File: src/hw/agd_defines.vh
/*
 Constants for the arithmetic group decoder: register offsets, config
 fields, instruction word fields, operand select ranges and unit codes.
 Assumes it is included by bare name from every design file.
*/
`ifndef AGD_DEFINES_VH
`define AGD_DEFINES_VH
// Register byte offsets
`define AGD_REG_CFG 8'h00
`define AGD_REG_STATUS 8'h04
`define AGD_REG_PS 8'h08
`define AGD_REG_PV0 8'h0C
`define AGD_REG_PV1 8'h10
`define AGD_REG_PV2 8'h14
`define AGD_REG_PV3 8'h18
// Config fields and reset value
`define AGD_CFG_POLICY_BIT 0
`define AGD_CFG_TEMP_LSB 8
`define AGD_CFG_TEMP_MSB 11
`define AGD_CFG_RESET 32'h00000000
`define AGD_STATUS_ERR_BIT 0
// Instruction fields, low word
`define AGD_F_SRC0_SEL 8:0
`define AGD_F_SRC0_REL 9
`define AGD_F_SRC0_ELEM 11:10
`define AGD_F_SRC1_SEL 20:12
`define AGD_F_SRC1_REL 21
`define AGD_F_SRC1_ELEM 23:22
`define AGD_F_INDEX_MODE 26:24
`define AGD_F_LAST 31
// Instruction fields, high word
`define AGD_F_SRC2_SEL 40:32
`define AGD_F_SRC2_REL 41
`define AGD_F_SRC2_ELEM 43:42
`define AGD_F_OPCODE 53:44
`define AGD_F_DST_GPR 60:54
`define AGD_F_DEST_RELATIVE_FLAG 61
`define AGD_F_DST_ELEM 63:62
// Operand select ranges
`define AGD_SEL_KC0_BASE 9'h080
`define AGD_SEL_KC1_BASE 9'h090
`define AGD_SEL_KC_END 9'h0A0
`define AGD_SEL_CFILE_BASE 9'h100
`define AGD_SEL_LITERAL 9'h0FD
// Index modes
`define AGD_IDX_LOOP 3'h4
// Operand kinds
`define AGD_K_GPR 3'h0
`define AGD_K_KC0 3'h1
`define AGD_K_KC1 3'h2
`define AGD_K_CONST 3'h3
`define AGD_K_LIT 3'h4
`define AGD_K_OTHER 3'h5
// Unit codes, x..w are 0..3
`define AGD_UNIT_T 3'h4
// Opcode classes of the two-source format
`define AGD_OP_TRANS_LO 7'h60
`define AGD_OP_TRANS_HI 7'h7F
`define AGD_OP_VEC_LO 7'h50
`define AGD_OP_VEC_HI 7'h5F
`define AGD_OP_INDEX_LOAD_INSTRUCTION_LO 7'h14
`define AGD_OP_INDEX_LOAD_INSTRUCTION_HI 7'h17
// Group limits
`define AGD_MAX_INST 3'h5
`define AGD_IDX_W 8
`endif

File: src/hw/agd_group_decoder.v
/*
 Arithmetic group decoder: sizes groups from their slots, assigns units,
 checks indexing, keeps the index register and previous results.
 Assumes one slot per cycle from the sequencer and results per group
 returned by the execution units after the group is issued.
*/
// The register addresses and the address-and-strobe port were decided locally.
// Operation
// RULE_01: Accept groups of one to seven 64-bit slots.
// RULE_02: Group ends at the instruction with its end flag; literals carry none.
// RULE_03: Program orders slots x,y,z,w,trans; at most four omitted.
// RULE_04: Program gives first literal slot, or both; never second alone.
// RULE_05: Program puts a transcendental-unit instruction last in its group.
// RULE_06: Trans-only goes to trans unit; vector-only to its destination element.
// RULE_07: Ambiguous goes to trans if element taken or final under policy.
// RULE_08: Host-only policy bit, clear by default sends ambiguous finals to vector.
// RULE_09: Second assignment to an allocated unit is an error.
// RULE_10: Unallocated units run a no-operation, invalidating their previous result.
// RULE_11: Two-source opcode has top three bits zero; three-source has some nonzero.
// RULE_12: Two-source format up to two sources; three-source for three.
// RULE_13: Up to 127 general and 256 constant registers per clause.
// RULE_14: Top N general registers are clause temporaries when N above zero.
// RULE_15: Constants offset by loop or any index element; general by x or loop.
// RULE_16: Two locked constant-cache banks of 16 entries held for the clause.
// RULE_17: One index per instruction; each operand flag selects relative use.
// RULE_18: Index modes offset general by x, constants by element; loop for all.
// RULE_19: Index register must be loaded in an earlier group of the clause.
// RULE_20: No index-register use in a group holding an index load.
// RULE_21: All slots of a group use the same index element.
// RULE_22: Cached constants are relative only through the loop counter.
// RULE_23: No relative indexing of clause temporaries.
// RULE_24: Keep four element results and the trans result of the prior group.
// RULE_25: Previous results die on no-operation and at clause end.
// RULE_26: Raise illegal-group error on any assignment or indexing violation.
// RULE_27: Index register invalidated at each clause end.
`timescale 1ns/1ps
`include "agd_defines.vh"
module agd_group_decoder (
    input wire ref_clk,
    input wire rst,
    input wire [7:0] regAddr,
    input wire [31:0] regWrData,
    input wire regWr,
    input wire regRd,
    output reg [31:0] regRdData,
    input wire clauseStart,
    input wire clauseEnd,
    input wire [7:0] loopIdx,
    input wire slotValid,
    input wire [63:0] slotData,
    input wire arLoad,
    input wire [31:0] arLoadData,
    input wire resValid,
    input wire [127:0] resVector,
    input wire [31:0] resScalar,
    output reg instValid,
    output reg [2:0] instUnit,
    output reg [2:0] instSlot,
    output reg instOp3,
    output reg [6:0] instOpcode,
    output reg [35:0] instSrcs,
    output reg [6:0] instDst,
    output reg litValid,
    output reg [63:0] litData,
    output reg groupDone,
    output reg [4:0] groupUnits,
    output reg [2:0] groupSlots,
    output reg illegalGroup,
    output reg arValid,
    output reg [3:0] pvValid,
    output reg psValid,
    output reg [127:0] prevVector,
    output reg [31:0] prevScalar
);
    localparam S_INST = 1'b0;
    localparam S_LIT = 1'b1;

    reg state_r;
    reg [2:0] slotCnt_r;
    reg [2:0] instCnt_r;
    reg [4:0] alloc_r;
    reg [1:0] litNeed_r;
    reg [1:0] litLeft_r;
    reg grpErr_r;
    reg grpAr_r;
    reg grpMova_r;
    reg [1:0] grpArElem_r;
    reg [31:0] ar_r;
    reg policy_r;
    reg [3:0] tempCnt_r;
    reg errSticky_r;
    reg [4:0] lastUnits_r;
    reg [31:0] rdData_nxt;
    integer e;

    wire isLast;
    wire isOp3;
    wire [6:0] opcode;
    wire transOnly;
    wire vectorOnly;
    wire isMova;
    wire [1:0] dstElem;
    wire [1:0] litUse;
    wire usesAr;
    wire [1:0] arElem;
    wire errKcAr;
    wire errTempRel;
    wire [35:0] srcs;
    wire [6:0] dstAddr;

    agd_slot_decode u_dec (
        .slot(slotData),
        .arVec(ar_r),
        .loopIdx(loopIdx),
        .tempCount(tempCnt_r),
        .isLast(isLast),
        .isOp3(isOp3),
        .opcode(opcode),
        .transOnly(transOnly),
        .vectorOnly(vectorOnly),
        .isMova(isMova),
        .dstElem(dstElem),
        .litUse(litUse),
        .usesAr(usesAr),
        .arElem(arElem),
        .errKcAr(errKcAr),
        .errTempRel(errTempRel),
        .srcs(srcs),
        .dstAddr(dstAddr)
    );

    // Unit choice; decided per slot since the end flag sits in the word itself
    wire elemTaken = alloc_r[dstElem];
    wire ambig = ~transOnly & ~vectorOnly;
    wire toTrans = transOnly | (ambig & (elemTaken | (policy_r & isLast))); // RULE_06 RULE_07 RULE_08
    wire [2:0] unit = toTrans ? `AGD_UNIT_T : {1'b0, dstElem};
    wire dup = alloc_r[unit]; // RULE_09
    wire arErr = usesAr & (~arValid | (grpAr_r & (grpArElem_r != arElem))); // RULE_19 RULE_21
    wire instErr = dup | arErr | errKcAr | errTempRel; // RULE_22 RULE_23
    // A fifth instruction without the end flag would overrun seven slots
    wire forceEnd = (instCnt_r == (`AGD_MAX_INST - 3'h1)) & ~isLast; // RULE_01
    wire takeInst = slotValid & (state_r == S_INST);
    wire takeLit = slotValid & (state_r == S_LIT);
    wire [1:0] needNow = (litUse > litNeed_r) ? litUse : litNeed_r;
    wire instEnds = takeInst & (isLast | forceEnd); // RULE_02
    wire commit = (instEnds & (needNow == 2'h0)) | (takeLit & (litLeft_r == 2'h1));
    wire [4:0] allocN = alloc_r | (takeInst ? (5'h01 << unit) : 5'h00);
    wire grpMovaN = grpMova_r | (takeInst & isMova);
    wire grpArN = grpAr_r | (takeInst & usesAr);
    wire grpErrN = grpErr_r | (takeInst & (instErr | forceEnd));
    wire commitErr = grpErrN | (grpMovaN & grpArN); // RULE_20 RULE_26
    wire clauseClr = clauseStart | clauseEnd;

    // Slot walk: instructions, then the literal slots their operands ask for
    always @(posedge ref_clk) begin
        if (rst || clauseClr) begin
            state_r <= S_INST;
            slotCnt_r <= 3'h0;
            instCnt_r <= 3'h0;
            alloc_r <= 5'h00;
            litNeed_r <= 2'h0;
            litLeft_r <= 2'h0;
            grpErr_r <= 1'b0;
            grpAr_r <= 1'b0;
            grpMova_r <= 1'b0;
            grpArElem_r <= 2'h0;
        end else if (commit) begin
            state_r <= S_INST;
            slotCnt_r <= 3'h0;
            instCnt_r <= 3'h0;
            alloc_r <= 5'h00;
            litNeed_r <= 2'h0;
            litLeft_r <= 2'h0;
            grpErr_r <= 1'b0;
            grpAr_r <= 1'b0;
            grpMova_r <= 1'b0;
            grpArElem_r <= 2'h0;
        end else if (slotValid) begin
            slotCnt_r <= slotCnt_r + 3'h1;
            case (state_r)
                S_INST: begin
                    instCnt_r <= instCnt_r + 3'h1;
                    alloc_r <= allocN;
                    litNeed_r <= needNow;
                    grpErr_r <= grpErrN;
                    grpAr_r <= grpArN;
                    grpMova_r <= grpMovaN;
                    if (usesAr && !grpAr_r)
                        grpArElem_r <= arElem;
                    if (instEnds) begin
                        state_r <= S_LIT; // RULE_04
                        litLeft_r <= needNow;
                    end
                end
                S_LIT: begin
                    litLeft_r <= litLeft_r - 2'h1;
                end
                default: begin
                    state_r <= S_INST;
                end
            endcase
        end
    end

    // Issue outputs, one cycle after the slot is taken
    always @(posedge ref_clk) begin
        if (rst) begin
            instValid <= 1'b0;
            instUnit <= 3'h0;
            instSlot <= 3'h0;
            instOp3 <= 1'b0;
            instOpcode <= 7'h00;
            instSrcs <= 36'h000000000;
            instDst <= 7'h00;
            litValid <= 1'b0;
            litData <= 64'h0000000000000000;
            groupDone <= 1'b0;
            groupUnits <= 5'h00;
            groupSlots <= 3'h0;
            illegalGroup <= 1'b0;
        end else begin
            instValid <= takeInst & ~clauseClr;
            litValid <= takeLit & ~clauseClr;
            groupDone <= commit & ~clauseClr;
            illegalGroup <= commit & ~clauseClr & commitErr; // RULE_26
            if (takeInst) begin
                instUnit <= unit;
                instSlot <= slotCnt_r;
                instOp3 <= isOp3; // RULE_12
                instOpcode <= opcode;
                instSrcs <= srcs;
                instDst <= dstAddr;
            end
            if (takeLit)
                litData <= slotData;
            if (commit) begin
                groupUnits <= allocN; // RULE_10
                groupSlots <= slotCnt_r + 3'h1;
            end
        end
    end

    // Index register; only an index load writes it, so first-group use is caught
    always @(posedge ref_clk) begin
        if (rst || clauseClr) begin
            arValid <= 1'b0; // RULE_27
            ar_r <= 32'h00000000;
        end else if (arLoad) begin
            arValid <= 1'b1;
            ar_r <= arLoadData;
        end
    end

    // Units used by the last group, so returned results know which to keep
    always @(posedge ref_clk) begin
        if (rst || clauseClr)
            lastUnits_r <= 5'h00;
        else if (commit)
            lastUnits_r <= allocN;
    end

    // Previous results; a unit that ran a no-operation loses its entry
    always @(posedge ref_clk) begin
        if (rst || clauseClr) begin
            pvValid <= 4'h0; // RULE_25
            psValid <= 1'b0;
            prevVector <= 128'h0;
            prevScalar <= 32'h00000000;
        end else if (resValid) begin
            for (e = 0; e < 4; e = e + 1) begin
                pvValid[e] <= lastUnits_r[e]; // RULE_10 RULE_24
                if (lastUnits_r[e])
                    prevVector[32*e +: 32] <= resVector[32*e +: 32];
            end
            psValid <= lastUnits_r[4];
            if (lastUnits_r[4])
                prevScalar <= resScalar; // RULE_24
        end
    end

    // Host-side config; policy and temporary count only change here
    always @(posedge ref_clk) begin
        if (rst) begin
            policy_r <= |(`AGD_CFG_RESET & (32'h00000001 << `AGD_CFG_POLICY_BIT));
            tempCnt_r <= 4'h0;
        end else if (regWr && regAddr == `AGD_REG_CFG) begin
            policy_r <= regWrData[`AGD_CFG_POLICY_BIT]; // RULE_08
            tempCnt_r <= regWrData[`AGD_CFG_TEMP_MSB:`AGD_CFG_TEMP_LSB]; // RULE_14
        end
    end

    // Sticky error; a new error in the clearing cycle wins
    always @(posedge ref_clk) begin
        if (rst)
            errSticky_r <= 1'b0;
        else if (commit && commitErr && !clauseClr)
            errSticky_r <= 1'b1;
        else if (regWr && regAddr == `AGD_REG_STATUS && regWrData[`AGD_STATUS_ERR_BIT])
            errSticky_r <= 1'b0;
    end

    // Read mux; unmapped offsets read as zero
    always @* begin
        rdData_nxt = 32'h00000000;
        case (regAddr)
            `AGD_REG_CFG: rdData_nxt = {20'h00000, tempCnt_r, 7'h00, policy_r};
            `AGD_REG_STATUS: rdData_nxt = {16'h0000, 3'h0, lastUnits_r, pvValid, psValid,
                state_r, arValid, errSticky_r};
            `AGD_REG_PS: rdData_nxt = prevScalar;
            `AGD_REG_PV0: rdData_nxt = prevVector[31:0];
            `AGD_REG_PV1: rdData_nxt = prevVector[63:32];
            `AGD_REG_PV2: rdData_nxt = prevVector[95:64];
            `AGD_REG_PV3: rdData_nxt = prevVector[127:96];
            default: rdData_nxt = 32'h00000000;
        endcase
    end

    // Read data stands only in the cycle after the strobe
    always @(posedge ref_clk) begin
        if (rst)
            regRdData <= 32'h00000000;
        else
            regRdData <= regRd ? rdData_nxt : 32'h00000000;
    end
endmodule

File: src/hw/agd_slot_decode.v
/*
 Combinational decode of one 64-bit instruction slot: format, opcode class,
 destination element, literal use, index use and resolved operand addresses.
 Assumes the index register and loop counter are stable during the slot.
*/
`timescale 1ns/1ps
`include "agd_defines.vh"
module agd_slot_decode (
    input wire [63:0] slot,
    input wire [31:0] arVec,
    input wire [7:0] loopIdx,
    input wire [3:0] tempCount,
    output wire isLast,
    output wire isOp3,
    output wire [6:0] opcode,
    output wire transOnly,
    output wire vectorOnly,
    output wire isMova,
    output wire [1:0] dstElem,
    output wire [1:0] litUse,
    output wire usesAr,
    output wire [1:0] arElem,
    output wire errKcAr,
    output wire errTempRel,
    output wire [35:0] srcs,
    output wire [6:0] dstAddr
);
    wire [9:0] opField = slot[`AGD_F_OPCODE];
    wire [2:0] mode = slot[`AGD_F_INDEX_MODE];
    wire loopMode = (mode == `AGD_IDX_LOOP);
    wire [7:0] gprIdx = loopMode ? loopIdx : arVec[7:0];
    wire [6:0] tempBase = 7'h7F - {3'h0, tempCount} + 7'h01;
    wire rel0 = slot[`AGD_F_SRC0_REL];
    wire rel1 = slot[`AGD_F_SRC1_REL];
    wire rel2 = slot[`AGD_F_SRC2_REL] & isOp3;
    wire relDst = slot[`AGD_F_DEST_RELATIVE_FLAG];

    // Operand kind from its select value
    function [2:0] kindOf(input [8:0] sel);
        begin
            if (sel[8])
                kindOf = `AGD_K_CONST;
            else if (sel < `AGD_SEL_KC0_BASE)
                kindOf = `AGD_K_GPR;
            else if (sel < `AGD_SEL_KC1_BASE)
                kindOf = `AGD_K_KC0;
            else if (sel < `AGD_SEL_KC_END)
                kindOf = `AGD_K_KC1;
            else if (sel == `AGD_SEL_LITERAL)
                kindOf = `AGD_K_LIT;
            else
                kindOf = `AGD_K_OTHER;
        end
    endfunction

    // Kind and resolved address; kcache is only ever offset by the loop counter
    function [11:0] resolve(input [8:0] sel, input rel);
        reg [2:0] k;
        reg [7:0] cIdx;
        begin
            k = kindOf(sel);
            cIdx = loopMode ? loopIdx : arVec[8*mode[1:0] +: 8];
            case (k)
                `AGD_K_GPR: resolve = {k, 2'h0, sel[6:0] + (rel ? gprIdx[6:0] : 7'h00)}; // RULE_18
                `AGD_K_CONST: resolve = {k, 1'b0, sel[7:0] + (rel ? cIdx : 8'h00)}; // RULE_15
                `AGD_K_KC0, `AGD_K_KC1: // RULE_16
                    resolve = {k, 5'h00, sel[3:0] + ((rel & loopMode) ? loopIdx[3:0] : 4'h0)};
                default: resolve = {k, sel};
            endcase
        end
    endfunction

    // Operand reaches a clause temporary with a relative index
    function tempRel(input [8:0] sel, input rel);
        begin
            tempRel = rel && (kindOf(sel) == `AGD_K_GPR) && (tempCount != 4'h0) &&
                (sel[6:0] >= tempBase);
        end
    endfunction

    // Literal slots needed by one operand: one for x,y, two for z,w
    function [1:0] litOf(input [8:0] sel, input [1:0] elem);
        begin
            litOf = (sel != `AGD_SEL_LITERAL) ? 2'h0 : (elem[1] ? 2'h2 : 2'h1);
        end
    endfunction

    function [1:0] max2(input [1:0] a, input [1:0] b);
        begin
            max2 = (a > b) ? a : b;
        end
    endfunction

    function kcRel(input [8:0] sel, input rel);
        begin
            kcRel = rel && ((kindOf(sel) == `AGD_K_KC0) || (kindOf(sel) == `AGD_K_KC1));
        end
    endfunction

    assign isLast = slot[`AGD_F_LAST]; // RULE_02
    assign isOp3 = (opField[9:7] != 3'h0); // RULE_11 RULE_12
    assign opcode = isOp3 ? {2'h0, opField[9:5]} : opField[6:0]; // RULE_11
    assign transOnly = ~isOp3 && (opcode >= `AGD_OP_TRANS_LO) && (opcode <= `AGD_OP_TRANS_HI);
    assign vectorOnly = ~isOp3 && (opcode >= `AGD_OP_VEC_LO) && (opcode <= `AGD_OP_VEC_HI);
    assign isMova = ~isOp3 && (opcode >= `AGD_OP_INDEX_LOAD_INSTRUCTION_LO) && (opcode <= `AGD_OP_INDEX_LOAD_INSTRUCTION_HI);
    assign dstElem = slot[`AGD_F_DST_ELEM];
    assign litUse = max2(max2(litOf(slot[`AGD_F_SRC0_SEL], slot[`AGD_F_SRC0_ELEM]),
        litOf(slot[`AGD_F_SRC1_SEL], slot[`AGD_F_SRC1_ELEM])),
        isOp3 ? litOf(slot[`AGD_F_SRC2_SEL], slot[`AGD_F_SRC2_ELEM]) : 2'h0);
    // One common index per instruction, each operand opts in
    assign usesAr = ~loopMode && (rel0 | rel1 | rel2 | relDst); // RULE_17
    assign arElem = mode[1:0];
    assign errKcAr = ~loopMode && (kcRel(slot[`AGD_F_SRC0_SEL], rel0) |
        kcRel(slot[`AGD_F_SRC1_SEL], rel1) | kcRel(slot[`AGD_F_SRC2_SEL], rel2)); // RULE_18
    assign errTempRel = tempRel(slot[`AGD_F_SRC0_SEL], rel0) |
        tempRel(slot[`AGD_F_SRC1_SEL], rel1) | tempRel(slot[`AGD_F_SRC2_SEL], rel2) |
        tempRel({2'h0, slot[`AGD_F_DST_GPR]}, relDst); // RULE_14
    assign srcs = {isOp3 ? resolve(slot[`AGD_F_SRC2_SEL], rel2) : {`AGD_K_OTHER, 9'h000},
        resolve(slot[`AGD_F_SRC1_SEL], rel1), resolve(slot[`AGD_F_SRC0_SEL], rel0)};
    assign dstAddr = slot[`AGD_F_DST_GPR] + (relDst ? gprIdx[6:0] : 7'h00); // RULE_13
endmodule

File: config.mk
export PLATFORM = sky130hd
export DESIGN_NAME = agd_group_decoder
export DESIGN_NICKNAME = d
export VERILOG_FILES = /design/src/hw/agd_group_decoder.v /design/src/hw/agd_slot_decode.v
export VERILOG_INCLUDE_DIRS = /design/src /design/src/hw
export SDC_FILE = /design/constraint.sdc
export NUM_CORES = 1
export LEC_CHECK = 0
export BUFFER_PORTS_ARGS = -buffer_cell sky130_fd_sc_hd__clkbuf_2
export CORE_MARGIN = 2
export CORE_UTILIZATION = 26
export CTS_BUF_LIST = sky130_fd_sc_hd__clkbuf_16
export CTS_CLUSTER_SIZE = 40
export DETAILED_ROUTE_END_ITERATION = 8
export PLACE_DENSITY_LB_ADDON = 0.25
export SYNTH_ARGS = -nofsm -noshare
export SYNTH_HDL_FRONTEND = slang
export SYNTH_HIERARCHICAL = 1
export SYNTH_SLANG_ARGS = --single-unit
File: constraint.sdc
create_clock -name ref_clk -period 8.3 [get_ports ref_clk]
set_clock_uncertainty 0.2 [all_clocks]
set_input_delay 1.245 -clock ref_clk [delete_from_list [all_inputs] [get_ports ref_clk]]
set_output_delay 1.245 -clock ref_clk [all_outputs]
set_load 0.05 [all_outputs]
==> key figures <==
Power
  – VDD IR max: 0.150 mV
  – Switching Share: 0.280
  – Leakage power: 10.4 nW
  – Comb power frac: 0.124
  – Internal: 0.00321 W
  – Psw: 0.00125 W
  – Pwr dens: 181 mW/mm2
  – Sequential Power Share: 0.435
  – Total power: 0.00447 W
  – Clock Power Share: 0.441

Placement
  – HPWL after detailed placement: 64600 um
  – Placer congestion estimate: 0.868
  – # port buffers: 616

Synth
  – Post-synth EDFFs: 0
  – Avg Inst Size Synth: 7.98 um2
  – Synth warn: 6
  – Seq/Total Area, Yosys: 0.407
  – Seq cells post-synth: 395
  – Mapped Area: 0.0194 mm2
  – Ys async rst share: 0
  – Synth Flop Type: dfxtp_1
  – Yosys cell types: 78
  – Syn Inst Count: 2435

Hold path
  – Hold endpoint: grpMova_r$_SDFFE_PP0P_
  – Worst min path class: reg -> reg
  – Worst hold path startpoint: grpMova_r$_SDFFE_PP0P_
  – WHS Path Cells: 2

Timing
  – Final-report setup violation count: 0
  – Slew @ Worst Pin: 1.10 ns
  – Slew Viols, Final: 0
  – Min cycle time layout: 5.51 ns
  – Fin Setup TNS: 0 ns
  – Slew margin rel.: 0.270
  – Fmax: 0.182 GHz
  – Final Hold Viols: 0
  – Unrepaired setup endpoints after global routing: false
  – Period utilization: 0.664

Layout
  – Synth-to-layout area growth: 26.9%
  – Final nets: 3375
  – Layout cells sized above 1: 0.248

Worst setup path
  – CP Max Fanout: 21
  – CP Launch Type: primary input
  – Reg2Reg Depth: 15
  – Critical path capture point type: flop
  – Required @ worst endpoint: 8.59 ns
  – RR Startpoint: tempCnt_r[0]$_SDFFE_PP0P_
  – R2r endpoint: errSticky_r$_SDFFE_PP0P_
  – Worst Path Arrival: 5.80 ns
  – Crit Path Class: in -> reg
  – Setup slack, reg-to-reg: 3.80 ns

CTS
  – CTS tree: built
  – Clock slew at reported path FFs: 0.05 ns
  – Clock buffer depth: 3
  – Total of cells resized after clock tree synthesis: 0
  – # H-tree levels: 2
  – CTS Sinks: 395
  – Clk root buf: clkbuf_16
  – Later-pin clock latency in the skew report: 0.59 ns
  – Total CTS buffers: 48
  – CTS Hold Buffers Added: 0
  – Setup Buffers After CTS: 0

Global routing
  – Global route total overflow: 0
  – Grt peak-use layer: met2
  – Vias in the first global route: 18620
  – First-pass GRT wire length: 126000 um
  – GRT met1 Usage: 0.268
  – Largest net degree at the start of global routing: 168
  – Global-route track usage on met2: 0.365
  – GR Util met3: 0.0564
  – Initial antenna violation count: 9
  – Global Route Usage Sum: 0.216

Floorplan
  – Num rows: 100
  – Die X: 277 um
  – Num ports: 644
  – Starting density of the core: 0.262
  – Core region area: 0.0742 mm2
  – Die height: 277 um
  – Die Area: 0.0770 mm2

Detailed routing
  – Drt via density: 4.92
  – Via count: 19497
  – Post-Route WL: 86300 um
  – First drt pass iteration count: 6
  – WL/cell: 21.8 um
  – Initial drt markers: 1308
  – Antenna-violating nets left: 0
  – Residual DRC count: 0

Flow run
  – Max_cap viols: 0

Outcome
  – Run status: complete, no violations
Yosys cell counts, types with 3 or more instances:
master    count  area [um2]
a32oi_1       8        70.1
nand4_1       7        43.8
mux4_2        3        67.6
mux2_2        7        78.8
nand3b_1      4        30.0
dfxtp_1     395        7910
xnor2_1      27         236
a31oi_1      10        62.6
nor2_1      163         612
o21ai_0      33         165
fa_1         10         200
a21o_1       28         210
buf_4        10        75.1
nand3_1      23         115
o21bai_1      6        45.0
a21oi_1     385        1930
clkbuf_8      4        55.1
ha_1         96        1200
inv_1        35         131
a22oi_1       9        67.6
nor3_1       30         150
o31ai_1       7        52.6
a221oi_1     18         158
clkbuf_1    124         465
xor2_1       22         193
o22ai_1       7        43.8
buf_2        24         120
a22o_1       45         394
buf_1        10        37.5
and2_1       13        81.3
o211ai_1      3        22.5
a211oi_1     20         150
nor2b_1      44         275
nand2b_1     14        87.6
buf_6         3        33.8
and3_1       14        87.6
a222oi_1     20         200
nand2_1     626        2350
mux2i_1      70         701
a311oi_1      3        26.3
or3_1         3        18.8
nor3b_1       8        60.1
power by group through the flow:
stage,Combinational (W),Sequential (W),Clock [W]
final,0.000554,0.00194,0.00197
after global routing,0.000598,0.00194,0.00211
after CTS,0.000554,0.00194,0.00203
after detailed placement,0.000552,0.00198,0
after global placement,0.000552,0.00198,0
after floorplan,0.000261,0.00206,0
layer usage:
metal  part of all wire  vias to the layer above
li1                   -                     9448
met1               0.42                     9211
met2               0.47                      708
met3              0.074                      124
met4              0.030                        6
met5            0.00049                        -
through the flow:
| step | area [um2] | hold WS [ns] | util | setup WS (ns) | cells |
|---|---|---|---|---|---|
| 2_1_floorplan | 19400 | 0.224 | - | 3.10 | 2437 |
| 3_3_place_gp | 23200 | 0.237 | 0.313 | 2.09 | 3875 |
| 3_5_place_dp | 23200 | 0.241 | 0.313 | 2.09 | 3875 |
| 4_1_cts | 24700 | 0.254 | 0.332 | 2.73 | 3956 |
| 5_1_grt | 24700 | 0.267 | 0.332 | 2.51 | 3957 |
| 6_report | 24700 | 0.251 | 0.332 | 2.79 | 3959 |
logic make-up after synthesis:
group,synth area share
mux,0.0443
buf+inv,0.0472
flops,0.407
compound gates,0.196
other cells,0.000193
fa+ha+maj,0.0721
simple gates,0.209
xor+xnor,0.0241
worst max-delay path by stage:
stage               cells after the start         start                   endpoint  slack [ns]
floorplan                              21   slotData[6]  litLeft_r[0]$_SDFFE_PP0P_        3.10
global placement                       20   slotData[6]  litNeed_r[1]$_SDFFE_PP0P_        2.09
detailed placement                     20   slotData[6]  litNeed_r[1]$_SDFFE_PP0P_        2.09
CTS                                    20   slotData[6]  litNeed_r[1]$_SDFFE_PP0P_        2.73
global route                           20  slotData[17]  litNeed_r[1]$_SDFFE_PP0P_        2.51
finish                                 20   slotData[6]  litNeed_r[1]$_SDFFE_PP0P_        2.79
cells in the final DEF, fill, tap and decap left out, types with 30 or more instances in the layout:
| cell | Yosys | layout |
|---|---|---|
| nand2_1 | 626 | 624 |
| clkbuf_16 | 0 | 48 |
| nor2_1 | 163 | 163 |
| ha_1 | 96 | 96 |
| mux2i_1 | 70 | 70 |
| nor2b_1 | 44 | 41 |
| o21ai_0 | 33 | 33 |
| nor3_1 | 30 | 30 |
| a22o_1 | 45 | 45 |
| inv_1 | 35 | 51 |
| clkbuf_2 | 0 | 615 |
| a21oi_1 | 385 | 385 |
| dfxtp_1 | 395 | 395 |
critical path: stages:
cell,delay [ns]
clkbuf_2,0.27
and4_1,0.23
nand4_1,0.15
or3_1,0.41
ha_1,0.29
inv_1,0.04
o22ai_1,0.19
nor2_1,0.06
a21oi_1,0.26
ha_1,0.29
inv_1,0.05
o22ai_1,0.08
o21ai_0,0.36
inv_1,0.08
ha_1,0.27
and2b_1,0.17
o21ba_1,0.20
o2111a_2,0.36
or3_4,0.53
a211oi_1,0.23
area by class of cell:
class | count | area (um2)
fill | 8115 | 49500
multi-input combinational | 1832 | 10700
sequential | 395 | 7910
timing repair buffer | 644 | 3310
tap | 969 | 1210
clock buffer | 48 | 1200
clock inverter | 33 | 233
inverter | 35 | 131
antenna | 3 | 7.51
registers in the layout, summed over array words and instances (netlist names), 3 cells and up:
| register | cells |
|---|---|
| prevVector | 128 |
| litData | 64 |
| instSrcs | 36 |
| ar_r | 32 |
| prevScalar | 32 |
| regRdData | 32 |
| instDst | 7 |
| instOpcode | 7 |
| alloc_r | 5 |
| groupUnits | 5 |
| lastUnits_r | 5 |
| pvValid | 4 |
| tempCnt_r | 4 |
| groupSlots | 3 |
| instCnt_r | 3 |
| instSlot | 3 |
| instUnit | 3 |
| slotCnt_r | 3 |
Note: power is estimated with default switching activity, not from simulation.
